## config.mk

```make
export PLATFORM = sky130hd
export DESIGN_NAME = fws_supervisor
export DESIGN_NICKNAME = d
export VERILOG_FILES = /design/src/fws_pkg.sv /design/src/fws_supervisor.sv
export SDC_FILE = /design/constraint.sdc
export NUM_CORES = 1
export LEC_CHECK = 0
export ABC_CLOCK_PERIOD_IN_PS = 4600
export BUFFER_PORTS_ARGS = -buffer_cell sky130_fd_sc_hd__buf_2
export CAP_MARGIN = 20
export CELL_PAD_IN_SITES_DETAIL_PLACEMENT = 1
export CELL_PAD_IN_SITES_GLOBAL_PLACEMENT = 2
export CORE_MARGIN = 1.5
export CORE_UTILIZATION = 38
export DETAILED_ROUTE_END_ITERATION = 8
export GPL_ROUTABILITY_DRIVEN = 0
export PLACE_DENSITY_LB_ADDON = 0.1
export SETUP_SLACK_MARGIN = 0.4
export SLEW_MARGIN = 20
export SYNTH_ARGS = -nofsm -noshare
export SYNTH_HDL_FRONTEND = slang
export SYNTH_SLANG_ARGS = --single-unit
```

## constraint.sdc

```tcl
create_clock -name MCLK -period 4.6 [get_ports MCLK]
set_input_delay 0.23 -clock MCLK [delete_from_list [all_inputs] [get_ports MCLK]]
set_output_delay 0.23 -clock MCLK [all_outputs]
set_load 0.01 [all_outputs]
```

## src/fws_pkg.sv

```systemverilog
// package for the fault and warning supervisor: status bit positions and timing
package fws_pkg;
  // ****************************************
  // status word 0x1 bit positions (warnings and flags)
  // ****************************************
  localparam int unsigned FWS_STAT1_ADDR = 1;
  localparam int unsigned FWS_S1_OTW = 0;
  localparam int unsigned FWS_S1_TF3 = 1;
  localparam int unsigned FWS_S1_TF2 = 2;
  localparam int unsigned FWS_S1_TF1 = 3;
  localparam int unsigned FWS_S1_OV = 6;
  localparam int unsigned FWS_S1_UVFL = 7;
  localparam int unsigned FWS_S1_TF4 = 8;
  // ****************************************
  // status word 0x3 bit positions (latched faults)
  // ****************************************
  localparam int unsigned FWS_STAT3_ADDR = 3;
  localparam int unsigned FWS_S3_PREL = 0;
  localparam int unsigned FWS_S3_PABS = 1;
  localparam int unsigned FWS_S3_PUV = 2;
  localparam int unsigned FWS_S3_LSUV = 4;
  localparam int unsigned FWS_S3_OVERTEMP_SHUTDOWN = 8;
  localparam int unsigned FWS_S3_GUV = 10;
  // ****************************************
  // control word 0x9 bit positions
  // ****************************************
  localparam int unsigned FWS_CTRL9_ADDR = 9;
  localparam int unsigned FWS_C9_CLR = 1;
  localparam int unsigned FWS_C9_LKDIS = 9;
  localparam logic [10:0] FWS_STAT_RST = 11'h000;
  // ****************************************
  // timing: gate-enable low pulse at least 1 us
  // ****************************************
  localparam int unsigned FWS_CLK_MHZ = 200;
  localparam int unsigned FWS_EN_LOW_NS = 1000;
  localparam int unsigned FWS_EN_LOW_CYC = (FWS_EN_LOW_NS * FWS_CLK_MHZ + 999) / 1000;
  localparam int unsigned FWS_CNT_W = 8;

  // raw monitor levels from analog comparators
  typedef struct packed {
    logic main_supply_low_warning;
    logic main_supply_high_warning;
    logic gate_driver_supply_lockout;
    logic regulator_supply_lockout;
    logic high_pump_relative_overvoltage;
    logic high_pump_absolute_overvoltage;
    logic high_pump_undervoltage;
    logic low_side_supply_undervoltage;
    logic temp_flag_level_one;
    logic temp_flag_level_two;
    logic temp_flag_level_three;
    logic temp_flag_level_four;
    logic overtemp_warning;
    logic overtemp_shutdown;
  } fws_mon_t;

  // gate and supply controls that the supervisor decides
  typedef struct packed {
    logic gate_pull_low;
    logic gate_supply_en;
    logic logic_en;
  } fws_drive_t;
endpackage

```

## src/fws_supervisor.sv

```systemverilog
// fault and warning supervisor: classifies monitor events, latches faults, drives fault pin
// Contract
// - main supply low warning is report-only, shown on fault pin and status1 bit 7.
// - main supply high warning is report-only, shown on fault pin and status1 bit 6.
// - main supply warnings never change operation nor shut the gate driver down.
// - gate supply lockout shuts gates, latches fault pin and status3 bit 10.
// - lockout-disable bit suppresses lockout action but status bit still sets.
// - regulator lockout is separate; below it gates low, supplies and logic off, silent.
// - pump relative and absolute overvoltage are latched faults, status3 bits 0 and 1.
// - pump undervoltage shuts gates, latches fault pin and status3 bit 2.
// - low-side supply undervoltage shuts gates, latches fault pin and status3 bit 4.
// - pump and low-side undervoltage protection cannot be disabled while operating.
// - temp flags one, two, three are live bits 3, 2, 1 without fault pin.
// - temp flag four is live status1 bit 8 without fault pin.
// - overtemp warning shows on fault pin and live status1 bit 0; gates continue.
// - overtemp shutdown latches, pulls gates low, disables supplies, sets status3 bit 8.
// - during overtemp shutdown serial access and register settings stay intact.
// - overtemp fault clears only once temperature is low and clear is issued.
// - each event class sets gate outputs, gate supplies and logic per its class.
// - latched fault holds until condition gone and clear bit or enable pulse.
// - clear bit returns to zero once faults reset and fault pin released.
// - a fault during a warning takes precedence, latches pin and shuts gates.
`timescale 1ns/1ps
`default_nettype none
module fws_supervisor
  import fws_pkg::*;
#(
  parameter int unsigned EN_LOW_CYC = FWS_EN_LOW_CYC
) (
  input wire logic MCLK,
  input wire logic RST_B,
  input wire fws_mon_t MON,
  input wire logic GATE_EN,
  input wire logic CLEAR_FAULTS_SET,
  input wire logic GATE_LOCKOUT_DISABLE,
  output logic CLEAR_FAULTS_BIT,
  output logic [10:0] STATUS_WARN,
  output logic [10:0] STATUS_FAULT,
  output logic FAULT_PIN_ACTIVE_LOW_O,
  output logic FAULT_PIN_ACTIVE_LOW_OE,
  output logic OPERATING,
  output fws_drive_t DRIVE
);
  // ****************************************
  // input synchronisers: three stages, change accepted when stages two and three agree
  // ****************************************
  localparam int unsigned NIN = $bits(fws_mon_t) + 1;
  logic [NIN-1:0] raw_in;
  logic [NIN-1:0] s1_q;
  logic [NIN-1:0] s2_q;
  logic [NIN-1:0] s3_q;
  logic [NIN-1:0] flt_q;
  fws_mon_t mon;
  logic en_s;
  logic [FWS_CNT_W-1:0] low_cnt_q;
  logic en_low_ok_q;
  logic en_pulse;
  logic clr_req;
  logic lockout_disable_q;
  logic clr_pend_q;
  logic [10:0] fault_d;
  logic [10:0] fault_q;
  logic [10:0] cond;
  logic fault_any;
  logic warn_any;
  logic op_q;

  assign raw_in = {MON, GATE_EN};

  // synchroniser chain; stage one feeds only stage two
  always_ff @(posedge MCLK) begin
    if (!RST_B) begin
      s1_q <= '0;
      s2_q <= '0;
      s3_q <= '0;
    end else begin
      s1_q <= raw_in;
      s2_q <= s1_q;
      s3_q <= s2_q;
    end
  end

  // per-bit agreement filter; holds last value while stages disagree
  genvar gi;
  generate
    for (gi = 0; gi < NIN; gi++) begin : g_filt
      always_ff @(posedge MCLK) begin
        if (!RST_B) begin
          flt_q[gi] <= 1'b0;
        end else if (s2_q[gi] == s3_q[gi]) begin
          flt_q[gi] <= s3_q[gi];
        end
      end
    end
  endgenerate

  assign mon = fws_mon_t'(flt_q[NIN-1:1]);
  assign en_s = flt_q[0];

  // ****************************************
  // gate-enable reset pulse: low phase of at least EN_LOW_CYC then high again
  // ****************************************
  // counter saturates so a long low phase still qualifies
  always_ff @(posedge MCLK) begin
    if (!RST_B) begin
      low_cnt_q <= '0;
      en_low_ok_q <= 1'b0;
    end else if (!en_s) begin
      if (low_cnt_q != {FWS_CNT_W{1'b1}}) begin
        low_cnt_q <= low_cnt_q + 1'b1;
      end
      en_low_ok_q <= (32'(low_cnt_q) + 32'h1 >= EN_LOW_CYC);
    end else begin
      low_cnt_q <= '0;
      en_low_ok_q <= 1'b0;
    end
  end

  assign en_pulse = en_s && en_low_ok_q;

  // operating state: enable high and no latched fault other than a lockout bit under lockout-disable; a fault drops back to standby
  always_ff @(posedge MCLK) begin
    if (!RST_B) begin
      op_q <= 1'b0;
    end else begin
      op_q <= en_s && !fault_any && !fault_d[FWS_S3_OVERTEMP_SHUTDOWN];
    end
  end

  // lockout-disable acts in any state; pump and low-side undervoltage have no
  // disable input at all, so their protection can never be switched off
  always_ff @(posedge MCLK) begin
    if (!RST_B) begin
      lockout_disable_q <= 1'b0;
    end else begin
      lockout_disable_q <= GATE_LOCKOUT_DISABLE;
    end
  end

  // ****************************************
  // latched fault status
  // ****************************************
  always_comb begin
    cond = '0;
    cond[FWS_S3_PREL] = mon.high_pump_relative_overvoltage;
    cond[FWS_S3_PABS] = mon.high_pump_absolute_overvoltage;
    cond[FWS_S3_PUV] = mon.high_pump_undervoltage;
    cond[FWS_S3_LSUV] = mon.low_side_supply_undervoltage;
    cond[FWS_S3_OVERTEMP_SHUTDOWN] = mon.overtemp_shutdown;
    cond[FWS_S3_GUV] = mon.gate_driver_supply_lockout;
  end

  assign clr_req = clr_pend_q || en_pulse;

  // a bit clears only when its condition is gone; a new condition always wins
  always_comb begin
    fault_d = fault_q | cond;
    if (clr_req) begin
      fault_d = cond;
    end
  end

  always_ff @(posedge MCLK) begin
    if (!RST_B) begin
      fault_q <= FWS_STAT_RST;
    end else begin
      fault_q <= fault_d;
    end
  end

  // clear bit self-clears once faults are gone and the pin released
  always_ff @(posedge MCLK) begin
    if (!RST_B) begin
      clr_pend_q <= 1'b0;
    end else if (CLEAR_FAULTS_SET) begin
      clr_pend_q <= 1'b1;
    end else if (clr_pend_q && fault_d == '0 && !warn_any) begin
      clr_pend_q <= 1'b0;
    end
  end

  // lockout bit is reported but only acts on gates when not disabled
  assign fault_any = (fault_q[FWS_S3_PREL] || fault_q[FWS_S3_PABS] || fault_q[FWS_S3_PUV] ||
                      fault_q[FWS_S3_LSUV] || fault_q[FWS_S3_OVERTEMP_SHUTDOWN]) ||
                     (fault_q[FWS_S3_GUV] && !lockout_disable_q);

  // warnings only indicate, while present
  assign warn_any = mon.main_supply_low_warning || mon.main_supply_high_warning ||
                    mon.overtemp_warning;

  // ****************************************
  // outputs
  // ****************************************
  // status words from flops; serial side is untouched by shutdown
  always_ff @(posedge MCLK) begin
    if (!RST_B) begin
      STATUS_WARN <= FWS_STAT_RST;
      STATUS_FAULT <= FWS_STAT_RST;
      CLEAR_FAULTS_BIT <= 1'b0;
      OPERATING <= 1'b0;
    end else begin
      STATUS_WARN <= '0;
      STATUS_WARN[FWS_S1_UVFL] <= mon.main_supply_low_warning;
      STATUS_WARN[FWS_S1_OV] <= mon.main_supply_high_warning;
      STATUS_WARN[FWS_S1_TF1] <= mon.temp_flag_level_one;
      STATUS_WARN[FWS_S1_TF2] <= mon.temp_flag_level_two;
      STATUS_WARN[FWS_S1_TF3] <= mon.temp_flag_level_three;
      STATUS_WARN[FWS_S1_TF4] <= mon.temp_flag_level_four;
      STATUS_WARN[FWS_S1_OTW] <= mon.overtemp_warning;
      STATUS_FAULT <= fault_d;
      CLEAR_FAULTS_BIT <= clr_pend_q || CLEAR_FAULTS_SET;
      OPERATING <= op_q;
    end
  end

  // open-drain pin: oe low means pulling low; fault takes precedence over warnings
  always_ff @(posedge MCLK) begin
    if (!RST_B) begin
      FAULT_PIN_ACTIVE_LOW_O <= 1'b0;
      FAULT_PIN_ACTIVE_LOW_OE <= 1'b1;
    end else begin
      FAULT_PIN_ACTIVE_LOW_O <= 1'b0;
      FAULT_PIN_ACTIVE_LOW_OE <= !((fault_d != '0) || warn_any);
    end
  end

  // gate drive class decision; regulator lockout overrides everything silently
  always_ff @(posedge MCLK) begin
    if (!RST_B) begin
      DRIVE <= '{gate_pull_low: 1'b1, gate_supply_en: 1'b0, logic_en: 1'b0};
    end else if (mon.regulator_supply_lockout) begin
      DRIVE <= '{gate_pull_low: 1'b1, gate_supply_en: 1'b0, logic_en: 1'b0};
    end else begin
      DRIVE.logic_en <= 1'b1;
      DRIVE.gate_pull_low <= fault_any || !op_q;
      DRIVE.gate_supply_en <= !fault_any && en_s;
    end
  end

  // ****************************************
  // checks
  // ****************************************
  property p_warn_no_shut;
    @(posedge MCLK) disable iff (!RST_B)
      (warn_any && !fault_any && op_q && !mon.regulator_supply_lockout) |=> !DRIVE.gate_pull_low;
  endproperty
  a_warn_no_shut: assert property (p_warn_no_shut) else $error("warning shut gates");

  property p_pump_uv;
    @(posedge MCLK) disable iff (!RST_B)
      mon.high_pump_undervoltage |=> STATUS_FAULT[FWS_S3_PUV] && !FAULT_PIN_ACTIVE_LOW_OE;
  endproperty
  a_pump_uv: assert property (p_pump_uv) else $error("pump uv not latched");

  property p_ls_uv;
    @(posedge MCLK) disable iff (!RST_B)
      mon.low_side_supply_undervoltage |=> ##1 DRIVE.gate_pull_low;
  endproperty
  a_ls_uv: assert property (p_ls_uv) else $error("ls uv did not pull gates");

  property p_lockout_dis;
    @(posedge MCLK) disable iff (!RST_B)
      mon.gate_driver_supply_lockout |=> STATUS_FAULT[FWS_S3_GUV];
  endproperty
  a_lockout_dis: assert property (p_lockout_dis) else $error("lockout bit missing");

  property p_overtemp_shutdown_hold;
    @(posedge MCLK) disable iff (!RST_B)
      (fault_q[FWS_S3_OVERTEMP_SHUTDOWN] && !clr_req) |=> fault_q[FWS_S3_OVERTEMP_SHUTDOWN];
  endproperty
  a_overtemp_shutdown_hold: assert property (p_overtemp_shutdown_hold) else $error("overtemp_shutdown dropped without clear");

  property p_tf4;
    @(posedge MCLK) disable iff (!RST_B)
      $rose(mon.temp_flag_level_four) |=> STATUS_WARN[FWS_S1_TF4];
  endproperty
  a_tf4: assert property (p_tf4) else $error("temp flag four missing");

  property p_reg_lock;
    @(posedge MCLK) disable iff (!RST_B)
      mon.regulator_supply_lockout |=> !DRIVE.logic_en && !DRIVE.gate_supply_en;
  endproperty
  a_reg_lock: assert property (p_reg_lock) else $error("regulator lockout not applied");

  property p_warn_release;
    @(posedge MCLK) disable iff (!RST_B)
      (!warn_any && fault_d == '0) |=> FAULT_PIN_ACTIVE_LOW_OE;
  endproperty
  a_warn_release: assert property (p_warn_release) else $error("pin not released");

  // a held fault keeps the pin asserted whatever the warnings do
  property p_fault_pin;
    @(posedge MCLK) disable iff (!RST_B)
      (fault_q != '0 && !clr_req) |=> !FAULT_PIN_ACTIVE_LOW_OE;
  endproperty
  a_fault_pin: assert property (p_fault_pin) else $error("latched fault released pin");

  // fault class: gates pulled low, gate supplies off, logic still running
  property p_fault_gates;
    @(posedge MCLK) disable iff (!RST_B)
      (fault_any && !mon.regulator_supply_lockout) |=>
        DRIVE.gate_pull_low && !DRIVE.gate_supply_en && DRIVE.logic_en;
  endproperty
  a_fault_gates: assert property (p_fault_gates) else $error("fault class drive wrong");

  // pending clear drops once nothing is latched and the pin is free
  property p_clr_self;
    @(posedge MCLK) disable iff (!RST_B)
      (clr_pend_q && !CLEAR_FAULTS_SET && fault_d == '0 && !warn_any) |=> !clr_pend_q;
  endproperty
  a_clr_self: assert property (p_clr_self) else $error("clear bit stuck");
endmodule
`default_nettype wire

```

# Word level (Yosys, flattened, before mapping)
# Cells that the tools add are included.
# totals
ff_bits,100
in_bits,19
wordCells,85
# classes
add_sub_neg,2
n_lt_le_gt_ge,1
n_eq_ne,16
n_mux,4
bitwise_logic,2
n_reduce_logical,28
# ops
op,n
$eq 1x1->1,15
$logic_not 11->1,1
$logic_or 1x1->1,11
$mux 11,1
$or 11x11->11,1
$reduce_bool 11->1,1
$add 8x1->9 const B,1
$ge 9x8->1 const B,1
$add 8x1->8 const B,1
$ne 8x8->1 const B,1
$logic_and 1x1->1,6
$logic_not 1->1,6
$reduce_or 2->1,2
$mux 1,3
$reduce_bool 2->1,1
$not 1->1,1

# Longest topological paths before layout
# Gate-level depths: netlist of the first run.
# logic_depth
ltp_word,8
mapped_depth,7

# Least setup slack after synthesis of the first run
# Ideal clock, no wire load.
# synth_timing
path_kind,register to register
startpoint,reg low_cnt_q[0]
endpoint,reg low_cnt_q[1]
arrival_time_ns,1.379
required_time_ns,4.476
slack_ns,3.097
path_stages_with_launch,8
period_less_slack_ns,1.503
cell_sequence,dfxtp_1 > ha_1 > buf_2 > nand3_1 > or2_1 > clkbuf_1 > mux2i_1 > nor2_1
# synth_via
elab_chain_len,1
elab_cells_between_ends,2
cone_classes,1 x add/sub; 1 x eq/ne
# synth_rtl
element,line_no,source
"start, declared",fws_supervisor.sv:55,logic [FWS_CNT_W-1:0] low_cnt_q;
"start signal, assigned",fws_supervisor.sv:110,low_cnt_q <= low_cnt_q + 1'b1;
$add 8x1->8 or $ne 8x8->1 (tied branches),"fws_supervisor.sv:110, fws_supervisor.sv:109",
# Parallel ways exist; a longest one is shown, timed or not.
# A chain may end at the register's enable or synchronous reset.

# Worst setup path after layout of the first run
# Ends and elaborated chain as after synthesis.

==> results of run 1 <==
==> state kept, by name, summed over array words and instances, names as in the netlist <==
register                 cells
STATUS_FAULT                11
CLEAR_FAULTS_BIT             1
FAULT_PIN_ACTIVE_LOW_OE      1
en_low_ok_q                  1
clr_pend_q                   1
lockout_disable_q            1
s3_q                        15
cond                         6
flt_q                        8
s1_q                        15
OPERATING                    1
en_s                         1
low_cnt_q                    8
op_q                         1
STATUS_WARN                  7
DRIVE                        3
s2_q                        15
==> stage by stage <==
stage / cell area [µm²] / worst slack, ps / cells
4_1_cts: 3570 / 2908 / 444
3_5_place_dp: 3407 / 2761 / 429
3_3_place_gp: 3407 / 2767 / 429
2_1_floorplan: 3159 / 3097 / 304
5_1_grt: 3570 / 2714 / 444
6_report: 3570 / 2926 / 444
==> final cells by class <==
class                      instances  area, µm²
fill                             889       4318
sequential                        96       1922
multi-input combinational        188       1140
timing repair buffer              43      217.7
clock buffer                      10      127.6
tap                              102      127.6
clock inverter                     5      35.03
==> how the worst max path moves through the flow <==
stage	slack, ps	start	endpoint	depth (start not counted)
after global routing	2710	low_cnt_q[0]$_SDFFE_PP0P_	en_low_ok_q$_SDFF_PP0_	5
after global placement	2770	RST_B	en_low_ok_q$_SDFF_PP0_	5
after floorplan	3100	low_cnt_q[0]$_SDFFE_PP0P_	low_cnt_q[1]$_SDFFE_PP0P_	7
final	2930	low_cnt_q[0]$_SDFFE_PP0P_	low_cnt_q[1]$_SDFFE_PP0P_	5
after detailed placement	2760	RST_B	en_low_ok_q$_SDFF_PP0_	5
after CTS	2910	low_cnt_q[0]$_SDFFE_PP0P_	low_cnt_q[1]$_SDFFE_PP0P_	5
==> synthesized netlist by cell type <==
cell and number:
sky130_fd_sc_hd__conb_1 1, sky130_fd_sc_hd__mux2i_1 1, sky130_fd_sc_hd__a21boi_0 15, sky130_fd_sc_hd__nor2b_1 9, sky130_fd_sc_hd__o21ai_0 17, sky130_fd_sc_hd__and4_1 1
sky130_fd_sc_hd__xnor2_1 3, sky130_fd_sc_hd__a211oi_2 1, sky130_fd_sc_hd__o21bai_1 2, sky130_fd_sc_hd__o21a_1 1, sky130_fd_sc_hd__nor2_1 7, sky130_fd_sc_hd__nor4_1 2
sky130_fd_sc_hd__a21oi_1 15, sky130_fd_sc_hd__buf_4 5, sky130_fd_sc_hd__nand2_1 19, sky130_fd_sc_hd__nor3_1 3, sky130_fd_sc_hd__and3b_1 1, sky130_fd_sc_hd__a21o_1 1
sky130_fd_sc_hd__or4_4 1, sky130_fd_sc_hd__clkbuf_1 12, sky130_fd_sc_hd__and2_1 55, sky130_fd_sc_hd__nor3b_1 1, sky130_fd_sc_hd__o21ai_1 1, sky130_fd_sc_hd__nor3_4 1
sky130_fd_sc_hd__nand4_1 3, sky130_fd_sc_hd__xor2_1 1, sky130_fd_sc_hd__and3_1 7, sky130_fd_sc_hd__buf_2 3, sky130_fd_sc_hd__nand3_1 3, sky130_fd_sc_hd__o31a_1 1
sky130_fd_sc_hd__nor4b_1 1, sky130_fd_sc_hd__nand3b_1 1, sky130_fd_sc_hd__dfxtp_1 96, sky130_fd_sc_hd__ha_1 2, sky130_fd_sc_hd__or2_1 1, sky130_fd_sc_hd__nand2b_1 1
sky130_fd_sc_hd__nand3_2 1, sky130_fd_sc_hd__a31oi_1 3, sky130_fd_sc_hd__a311oi_1 1
==> worst max-delay path: cells and delay by family (launching register included) <==
family	cells	cell delay, ps
fa+ha+maj	1	400
flops	1	470
mux	1	180
simple gates	3	510
==> cell families after synthesis <==
logic type               share of synthesized area (%)
AO/OA/AOI/OAI                                    11.34
AND/OR/NAND/NOR                                  22.09
buffers and inverters                            3.104
XOR/XNOR                                         1.114
multiplexers                                    0.3184
flip-flops                                       61.12
other                                           0.1193
adder cells (fa/ha/maj)                         0.7957
==> power by group through the flow <==
stage	Clock, mW	Sequential [mW]	Combinational [mW]
floorplan	0	0.879	0.0380
global placement	0	0.881	0.0492
detailed placement	0	0.882	0.0497
CTS	0.494	0.863	0.0499
global route	0.531	0.866	0.0559
finish	0.469	0.863	0.0485
==> layer usage <==
layer | wire, µm | up-vias | track usage (%)
met5 | 0 | - | 0
met4 | 104 | 0 | 7.090
met3 | 185 | 9 | 3.398
met2 | 2411 | 33 | 20.65
met1 | 2594 | 967 | 16.78
li1 | - | 1060 | -
==> impl_metrics.prom, run 1 <==
# TYPE chip_impl_metric gauge
chip_impl_metric{name="internal_dissipation",unit="mW"} 1.069
chip_impl_metric{name="p_per_area",unit="nW/µm²"} 386.6
chip_impl_metric{name="post_synth_inst_count",unit=""} 300
chip_impl_metric{name="port_buffers",unit=""} 42
chip_impl_metric{name="dieHeight",unit="µm"} 93.97
chip_impl_metric{name="place.detailed.hpwl",unit="µm"} 3465
chip_impl_metric{name="timing.critical_path.required",unit="ps"} 4820
chip_impl_metric{name="cp_slowest_stage_delay",unit="ps"} 470
chip_impl_metric{name="setup_tns",unit="ps"} 0
chip_impl_metric{name="final.hold.worst_slack",unit="ps"} 78.43
chip_impl_metric{name="grt_overflow",unit=""} 0
chip_impl_metric{name="post_drt_wl_per_cell",unit="µm"} 11.93
chip_impl_metric{name="worst_r2r_setup_slack",unit="ps"} 2930
chip_impl_metric{name="setup_viol",unit=""} 0
chip_impl_metric{name="clockBufferDepth",unit=""} 2
chip_impl_metric{name="clkLatencyLatePin",unit="ps"} 350
chip_impl_metric{name="drt-vias-per-instance",unit=""} 4.660
chip_impl_metric{name="die_w",unit="µm"} 93.97
chip_impl_metric{name="post-layout-total-power",unit="mW"} 1.380
chip_impl_metric{name="detailedRoute.firstIterationViolations",unit=""} 60
chip_impl_metric{name="final_layout_size_suffix_gt1_share",unit="%"} 17.84
chip_impl_metric{name="layout.core_utilization",unit="%"} 45.26
chip_impl_metric{name="timing.reg2reg.worst_path_depth",unit=""} 5
chip_impl_metric{name="yosys.area.top_type_share",unit="%"} 61.12
chip_impl_info{name="most_common_library_cell_in_the_layout_ignoring_fill_and_taps",value="sky130_fd_sc_hd__dfxtp_1"} 1
chip_impl_metric{name="die_area",unit="µm²"} 8829
chip_impl_metric{name="yosysSeqAreaShare",unit="%"} 61.12
chip_impl_metric{name="cts.hold.buffers_added",unit=""} 0
chip_impl_metric{name="grt_pass1_wl",unit="µm"} 9018
chip_impl_metric{name="finalHoldViolations",unit=""} 0
chip_impl_metric{name="period_utilization",unit="%"} 36.40
chip_impl_info{name="holdCritStartpoint",value="MON[8]"} 1
chip_impl_metric{name="syn-cell-area",unit="µm²"} 3144
chip_impl_metric{name="cts_resized",unit=""} 0
chip_impl_info{name="critPathKind",value="flop to flop"} 1
chip_impl_metric{name="antenna_left",unit=""} 0
chip_impl_metric{name="power_leakage",unit="nW"} 1.486
chip_impl_info{name="run_status",value="complete, no violations"} 1
chip_impl_metric{name="core_area",unit="µm²"} 7888
chip_impl_metric{name="synth_cell_types",unit=""} 39
chip_impl_metric{name="first_global_vias",unit=""} 1915
chip_impl_metric{name="total_number_of_vias",unit=""} 2069
chip_impl_metric{name="ir_worst_vdd",unit="µV"} 138.0
chip_impl_metric{name="power_switching_share",unit="%"} 22.56
chip_impl_info{name="startpoint_of_the_most_critical_register_to_register_path",value="low_cnt_q[0]$_SDFFE_PP0P_"} 1
chip_impl_metric{name="antennaDiodeCount",unit=""} 0
chip_impl_info{name="worstReg2RegEnd",value="low_cnt_q[1]$_SDFFE_PP0P_"} 1
chip_impl_metric{name="final.min_clock_period",unit="ps"} 1674
chip_impl_info{name="hold_path_end",value="s1_q[9]$_SDFF_PN0_"} 1
chip_impl_metric{name="design.final.nets",unit=""} 359
chip_impl_info{name="critical_path.slowest_cell",value="sky130_fd_sc_hd__dfxtp_1"} 1
chip_impl_metric{name="min_delay_path_depth",unit=""} 2
chip_impl_metric{name="grt_start_max_net_pins",unit=""} 87
chip_impl_metric{name="p_sw",unit="µW"} 311.4
chip_impl_metric{name="antenna_violations_before_repair",unit=""} 0
chip_impl_metric{name="area.growth.synth_to_final",unit="%"} 13.53
chip_impl_info{name="holdCritPathClass",value="input port to flop"} 1
chip_impl_metric{name="syn_area_per_cell",unit="µm²"} 10.48
chip_impl_info{name="cts_tree",value="yes"} 1
chip_impl_metric{name="grt_usage",unit="%"} 13.26
chip_impl_metric{name="cts_inserted_buffers",unit=""} 9
chip_impl_metric{name="htreeDepth",unit=""} 3
chip_impl_metric{name="timing.max_cap.violations",unit=""} 0
chip_impl_metric{name="synth-warning-count",unit=""} 0
chip_impl_metric{name="clock_transition_time_at_the_flip_flop_clock_pins_of_the_worst_setup_and_hold_paths",unit="ps"} 90
chip_impl_metric{name="clockPowerShare",unit="%"} 34.0
chip_impl_metric{name="fmax",unit="MHz"} 597.3
chip_impl_info{name="layout.cells.most_common_list",value="96 x sky130_fd_sc_hd__dfxtp_1, 55 x sky130_fd_sc_hd__and2_1, 42 x sky130_fd_sc_hd__buf_2"} 1
chip_impl_info{name="crit_chain",value="ha_1 > nand3_1 > or2_1 > mux2i_1 > nor2_1"} 1
chip_impl_info{name="yosys.area.top_type",value="sky130_fd_sc_hd__dfxtp_1"} 1
chip_impl_metric{name="firstDrtPassIters",unit=""} 4
chip_impl_info{name="clock-root-buffer",value="sky130_fd_sc_hd__clkbuf_8"} 1
chip_impl_metric{name="num_rows",unit=""} 32
chip_impl_metric{name="post_cts_buffers",unit=""} 0
chip_impl_metric{name="arrival",unit="ps"} 1900
chip_impl_info{name="grt_setup_unrepaired",value="no"} 1
chip_impl_metric{name="design.portCount",unit=""} 48
chip_impl_info{name="critPathCaptureType",value="flop"} 1
chip_impl_info{name="startpoint_type",value="flop"} 1
chip_impl_metric{name="tritoncts_num_sinks",unit=""} 96
chip_impl_metric{name="seq_power_share",unit="%"} 62.5
chip_impl_metric{name="combPwrFrac",unit="%"} 3.5
chip_impl_metric{name="remaining_drc_errors",unit=""} 0
chip_impl_metric{name="ys_ff_latch",unit=""} 96
chip_impl_metric{name="report.final.slew_viol_count",unit=""} 0
chip_impl_metric{name="cp_max_fo",unit=""} 9
chip_impl_metric{name="wl",unit="µm"} 5296
chip_impl_metric{name="initial_core_util",unit="%"} 39.86
chip_impl_info{name="yosys-top-cells-area",value="sky130_fd_sc_hd__dfxtp_1 61%, sky130_fd_sc_hd__and2_1 11%, sky130_fd_sc_hd__a21boi_0 3.6%"} 1
chip_impl_metric{name="slew-limit-headroom",unit="%"} 32.40
chip_impl_metric{name="clock_skew",unit="ps"} 11.83
chip_impl_metric{name="worst_slew_pin_slew",unit="ps"} 1014
Note: power is estimated with default switching activity, not from simulation.
==> run 2: changes to the inputs <==
Settings changed: ABC_CLOCK_PERIOD_IN_PS 4600 to 1600, CORE_UTILIZATION 38 to 35.
Clock period 4.6 ns to 1.6 ns, I/O delays scaled along.
==> impl_metrics.prom, run 2 (synthesis gave the netlist of run 1 again) <==
# TYPE chip_impl_metric gauge
chip_impl_info{name="run_status",value="complete, no violations"} 1
chip_impl_metric{name="place.detailed.hpwl",unit="µm"} 3816
chip_impl_metric{name="clock_transition_time_at_the_flip_flop_clock_pins_of_the_worst_setup_and_hold_paths",unit="ps"} 100
chip_impl_metric{name="area.growth.synth_to_final",unit="%"} 25.71
chip_impl_info{name="grt_setup_unrepaired",value="yes"} 1
chip_impl_metric{name="num_rows",unit=""} 34
chip_impl_metric{name="timing.max_cap.violations",unit=""} 0
chip_impl_metric{name="timing.critical_path.required",unit="ps"} 1880
chip_impl_metric{name="firstDrtPassIters",unit=""} 4
chip_impl_metric{name="stdcell_count",unit=""} 480
chip_impl_metric{name="grt_overflow",unit=""} 0
chip_impl_metric{name="antenna_violations_before_repair",unit=""} 0
chip_impl_metric{name="dieHeight",unit="µm"} 97.78
chip_impl_metric{name="die_area",unit="µm²"} 9561
chip_impl_info{name="startpoint_of_the_most_critical_register_to_register_path",value="STATUS_FAULT[1]$_SDFF_PN0_"} 1
chip_impl_metric{name="dr_wl_met3",unit="µm"} 190
chip_impl_info{name="startpoint_type",value="flop"} 1
chip_impl_metric{name="total_number_of_vias",unit=""} 2216
chip_impl_metric{name="cp_slowest_stage_delay",unit="ps"} 550
chip_impl_info{name="largest_registers",value="s1_q x15, s2_q x15, s3_q x15"} 1
chip_impl_info{name="layout.cells.most_common_list",value="88 x sky130_fd_sc_hd__dfxtp_1, 55 x sky130_fd_sc_hd__and2_1, 42 x sky130_fd_sc_hd__buf_2"} 1
chip_impl_metric{name="clkLatencyLatePin",unit="ps"} 350
chip_impl_info{name="hold_path_end",value="FAULT_PIN_ACTIVE_LOW_OE$_SDFF_PN1_"} 1
chip_impl_metric{name="cp_max_fo",unit=""} 2
chip_impl_metric{name="post-layout-total-power",unit="mW"} 4.297
chip_impl_metric{name="clockBufferDepth",unit=""} 2
chip_impl_metric{name="fmax",unit="MHz"} 739.6
chip_impl_metric{name="htreeDepth",unit=""} 3
chip_impl_metric{name="place_inst",unit=""} 439
chip_impl_info{name="worstReg2RegEnd",value="op_q$_SDFF_PN0_"} 1
chip_impl_info{name="routed.top_layer",value="met4"} 1
chip_impl_metric{name="final_area",unit="µm²"} 3953
chip_impl_info{name="critical_path.top_delay_family",value="simple AND/OR/NAND/NOR gates"} 1
chip_impl_metric{name="setup_tns",unit="ps"} 0
chip_impl_metric{name="remaining_drc_errors",unit=""} 0
chip_impl_metric{name="wl",unit="µm"} 5945
chip_impl_info{name="cts_tree",value="yes"} 1
chip_impl_metric{name="first_global_vias",unit=""} 2186
chip_impl_metric{name="grt_pass1_wl",unit="µm"} 10290
chip_impl_metric{name="worst-path-buf-inv",unit=""} 0
chip_impl_info{name="critical_path.slowest_cell",value="sky130_fd_sc_hd__or4_4"} 1
chip_impl_info{name="critPathKind",value="flop to flop"} 1
chip_impl_metric{name="cts_inserted_buffers",unit=""} 9
chip_impl_metric{name="post_place_instance_area",unit="µm²"} 3471
chip_impl_metric{name="final.min_clock_period",unit="ps"} 1352
chip_impl_metric{name="arrival",unit="ps"} 1630
chip_impl_metric{name="min_delay_path_depth",unit=""} 3
chip_impl_metric{name="tritoncts_num_sinks",unit=""} 96
chip_impl_metric{name="period_utilization",unit="%"} 84.51
chip_impl_metric{name="die_w",unit="µm"} 97.78
chip_impl_metric{name="dpl_worst_slack",unit="ps"} 241.1
chip_impl_metric{name="clock_skew",unit="ps"} 10.50
chip_impl_metric{name="antenna_left",unit=""} 0
chip_impl_info{name="holdCritStartpoint",value="RST_B"} 1
chip_impl_metric{name="routedLengthMet1",unit="µm"} 2987
chip_impl_metric{name="detailedRoute.firstIterationViolations",unit=""} 37
chip_impl_metric{name="initial_core_util",unit="%"} 36.05
chip_impl_metric{name="design.final.nets",unit=""} 388
chip_impl_info{name="most_common_library_cell_in_the_layout_ignoring_fill_and_taps",value="sky130_fd_sc_hd__dfxtp_1"} 1
chip_impl_metric{name="power_leakage",unit="nW"} 1.652
chip_impl_metric{name="grt_start_max_net_pins",unit=""} 35
chip_impl_info{name="holdCritPathClass",value="input port to flop"} 1
chip_impl_metric{name="antennaDiodeCount",unit=""} 0
chip_impl_metric{name="final_layout_size_suffix_gt1_share",unit="%"} 24.73
chip_impl_info{name="clock-root-buffer",value="sky130_fd_sc_hd__clkbuf_8"} 1
chip_impl_metric{name="fill_cells",unit=""} 982
chip_impl_info{name="crit_chain",value="or4_4 > nor3_4 > nand3_2 > a211oi_2"} 1
chip_impl_metric{name="design.portCount",unit=""} 48
chip_impl_metric{name="routed-wl-met2",unit="µm"} 2681
chip_impl_metric{name="finalHoldViolations",unit=""} 0
chip_impl_metric{name="setup_viol",unit=""} 0
chip_impl_metric{name="worst_r2r_setup_slack",unit="ps"} 250
chip_impl_metric{name="post-route-worst-setup-slack",unit="ps"} 247.9
chip_impl_metric{name="grt_usage",unit="%"} 13.31
chip_impl_metric{name="core_area",unit="µm²"} 8721
chip_impl_metric{name="timing.reg2reg.worst_path_depth",unit=""} 4
chip_impl_info{name="critPathCaptureType",value="flop"} 1
chip_impl_metric{name="port_buffers",unit=""} 42
chip_impl_info{name="crit_path_start",value="STATUS_FAULT[1]$_SDFF_PN0_"} 1
chip_impl_metric{name="drt-vias-per-instance",unit=""} 4.617
chip_impl_metric{name="ir_worst_vdd",unit="µV"} 550.3
chip_impl_metric{name="p_per_area",unit="nW/µm²"} 1087
chip_impl_metric{name="post_drt_wl_per_cell",unit="µm"} 12.39
chip_impl_metric{name="report.final.slew_viol_count",unit=""} 0
[run 2: cell types whose count changed in the layout (fill, tap and decap cells not counted), sizes merged]
cell	previous run	this run
buf	43	54
clkinv	4	1
clkbuf	10	12
inv	0	2
bufinv	0	1
dlygate4sd3	0	17
[run 2: cell type report]
type                       instances  area, µm²  area share (%)
sequential                        96       1944           49.19
multi-input combinational        188       1192           30.17
timing repair buffer              72      475.5           12.03
clock buffer                      11      141.4           3.577
tap                              108      135.1           3.419
clock inverter                     5      63.81           1.614
[run 2: report_power, final]
group	internal (mW)	total, mW	switching [mW]	leakage (nW)
Combinational	0.116	0.208	0.0921	0.763
Clock	0.781	1.61	0.833	0.101
Sequential	2.44	2.48	0.0307	0.788
[run 2: tightest hold or removal path, stage by stage]
cell and delay [ps]:
sky130_fd_sc_hd__buf_2 130, sky130_fd_sc_hd__buf_4 210, sky130_fd_sc_hd__o21ai_1 90
[run 2: layer usage]
layer	up-vias	GRT usage (%)
met5	-	0
met4	0	5.934
met3	9	3.436
met2	35	20.25
met1	1048	17.89
li1	1124	-
[run 2: timing repair]
action	4_1_cts	5_1_grt
gates resized for setup	5	11
endpoints found under the setup margin	12	12
hold endpoints to repair	18	0
hold buffers	17	0
buffers inserted	7	1
pin swaps	6	8
[run 2: stage by stage]
stage               hold WS [ps]  util [%]
finish                     194.8     45.32
global route               203.2     45.32
CTS                        166.5     44.85
detailed placement         291.9     39.80
global placement           286.1     39.80
floorplan                  190.2         -
[run 2: how the worst max path moves through the flow]
stage,cells past startpoint,to
4_1_cts,4,op_q$_SDFF_PN0_
6_report,4,op_q$_SDFF_PN0_
2_1_floorplan,7,low_cnt_q[0]$_SDFFE_PP0P_
3_5_place_dp,4,low_cnt_q[0]$_SDFFE_PP0P_
5_1_grt,4,op_q$_SDFF_PN0_
3_3_place_gp,4,low_cnt_q[0]$_SDFFE_PP0P_
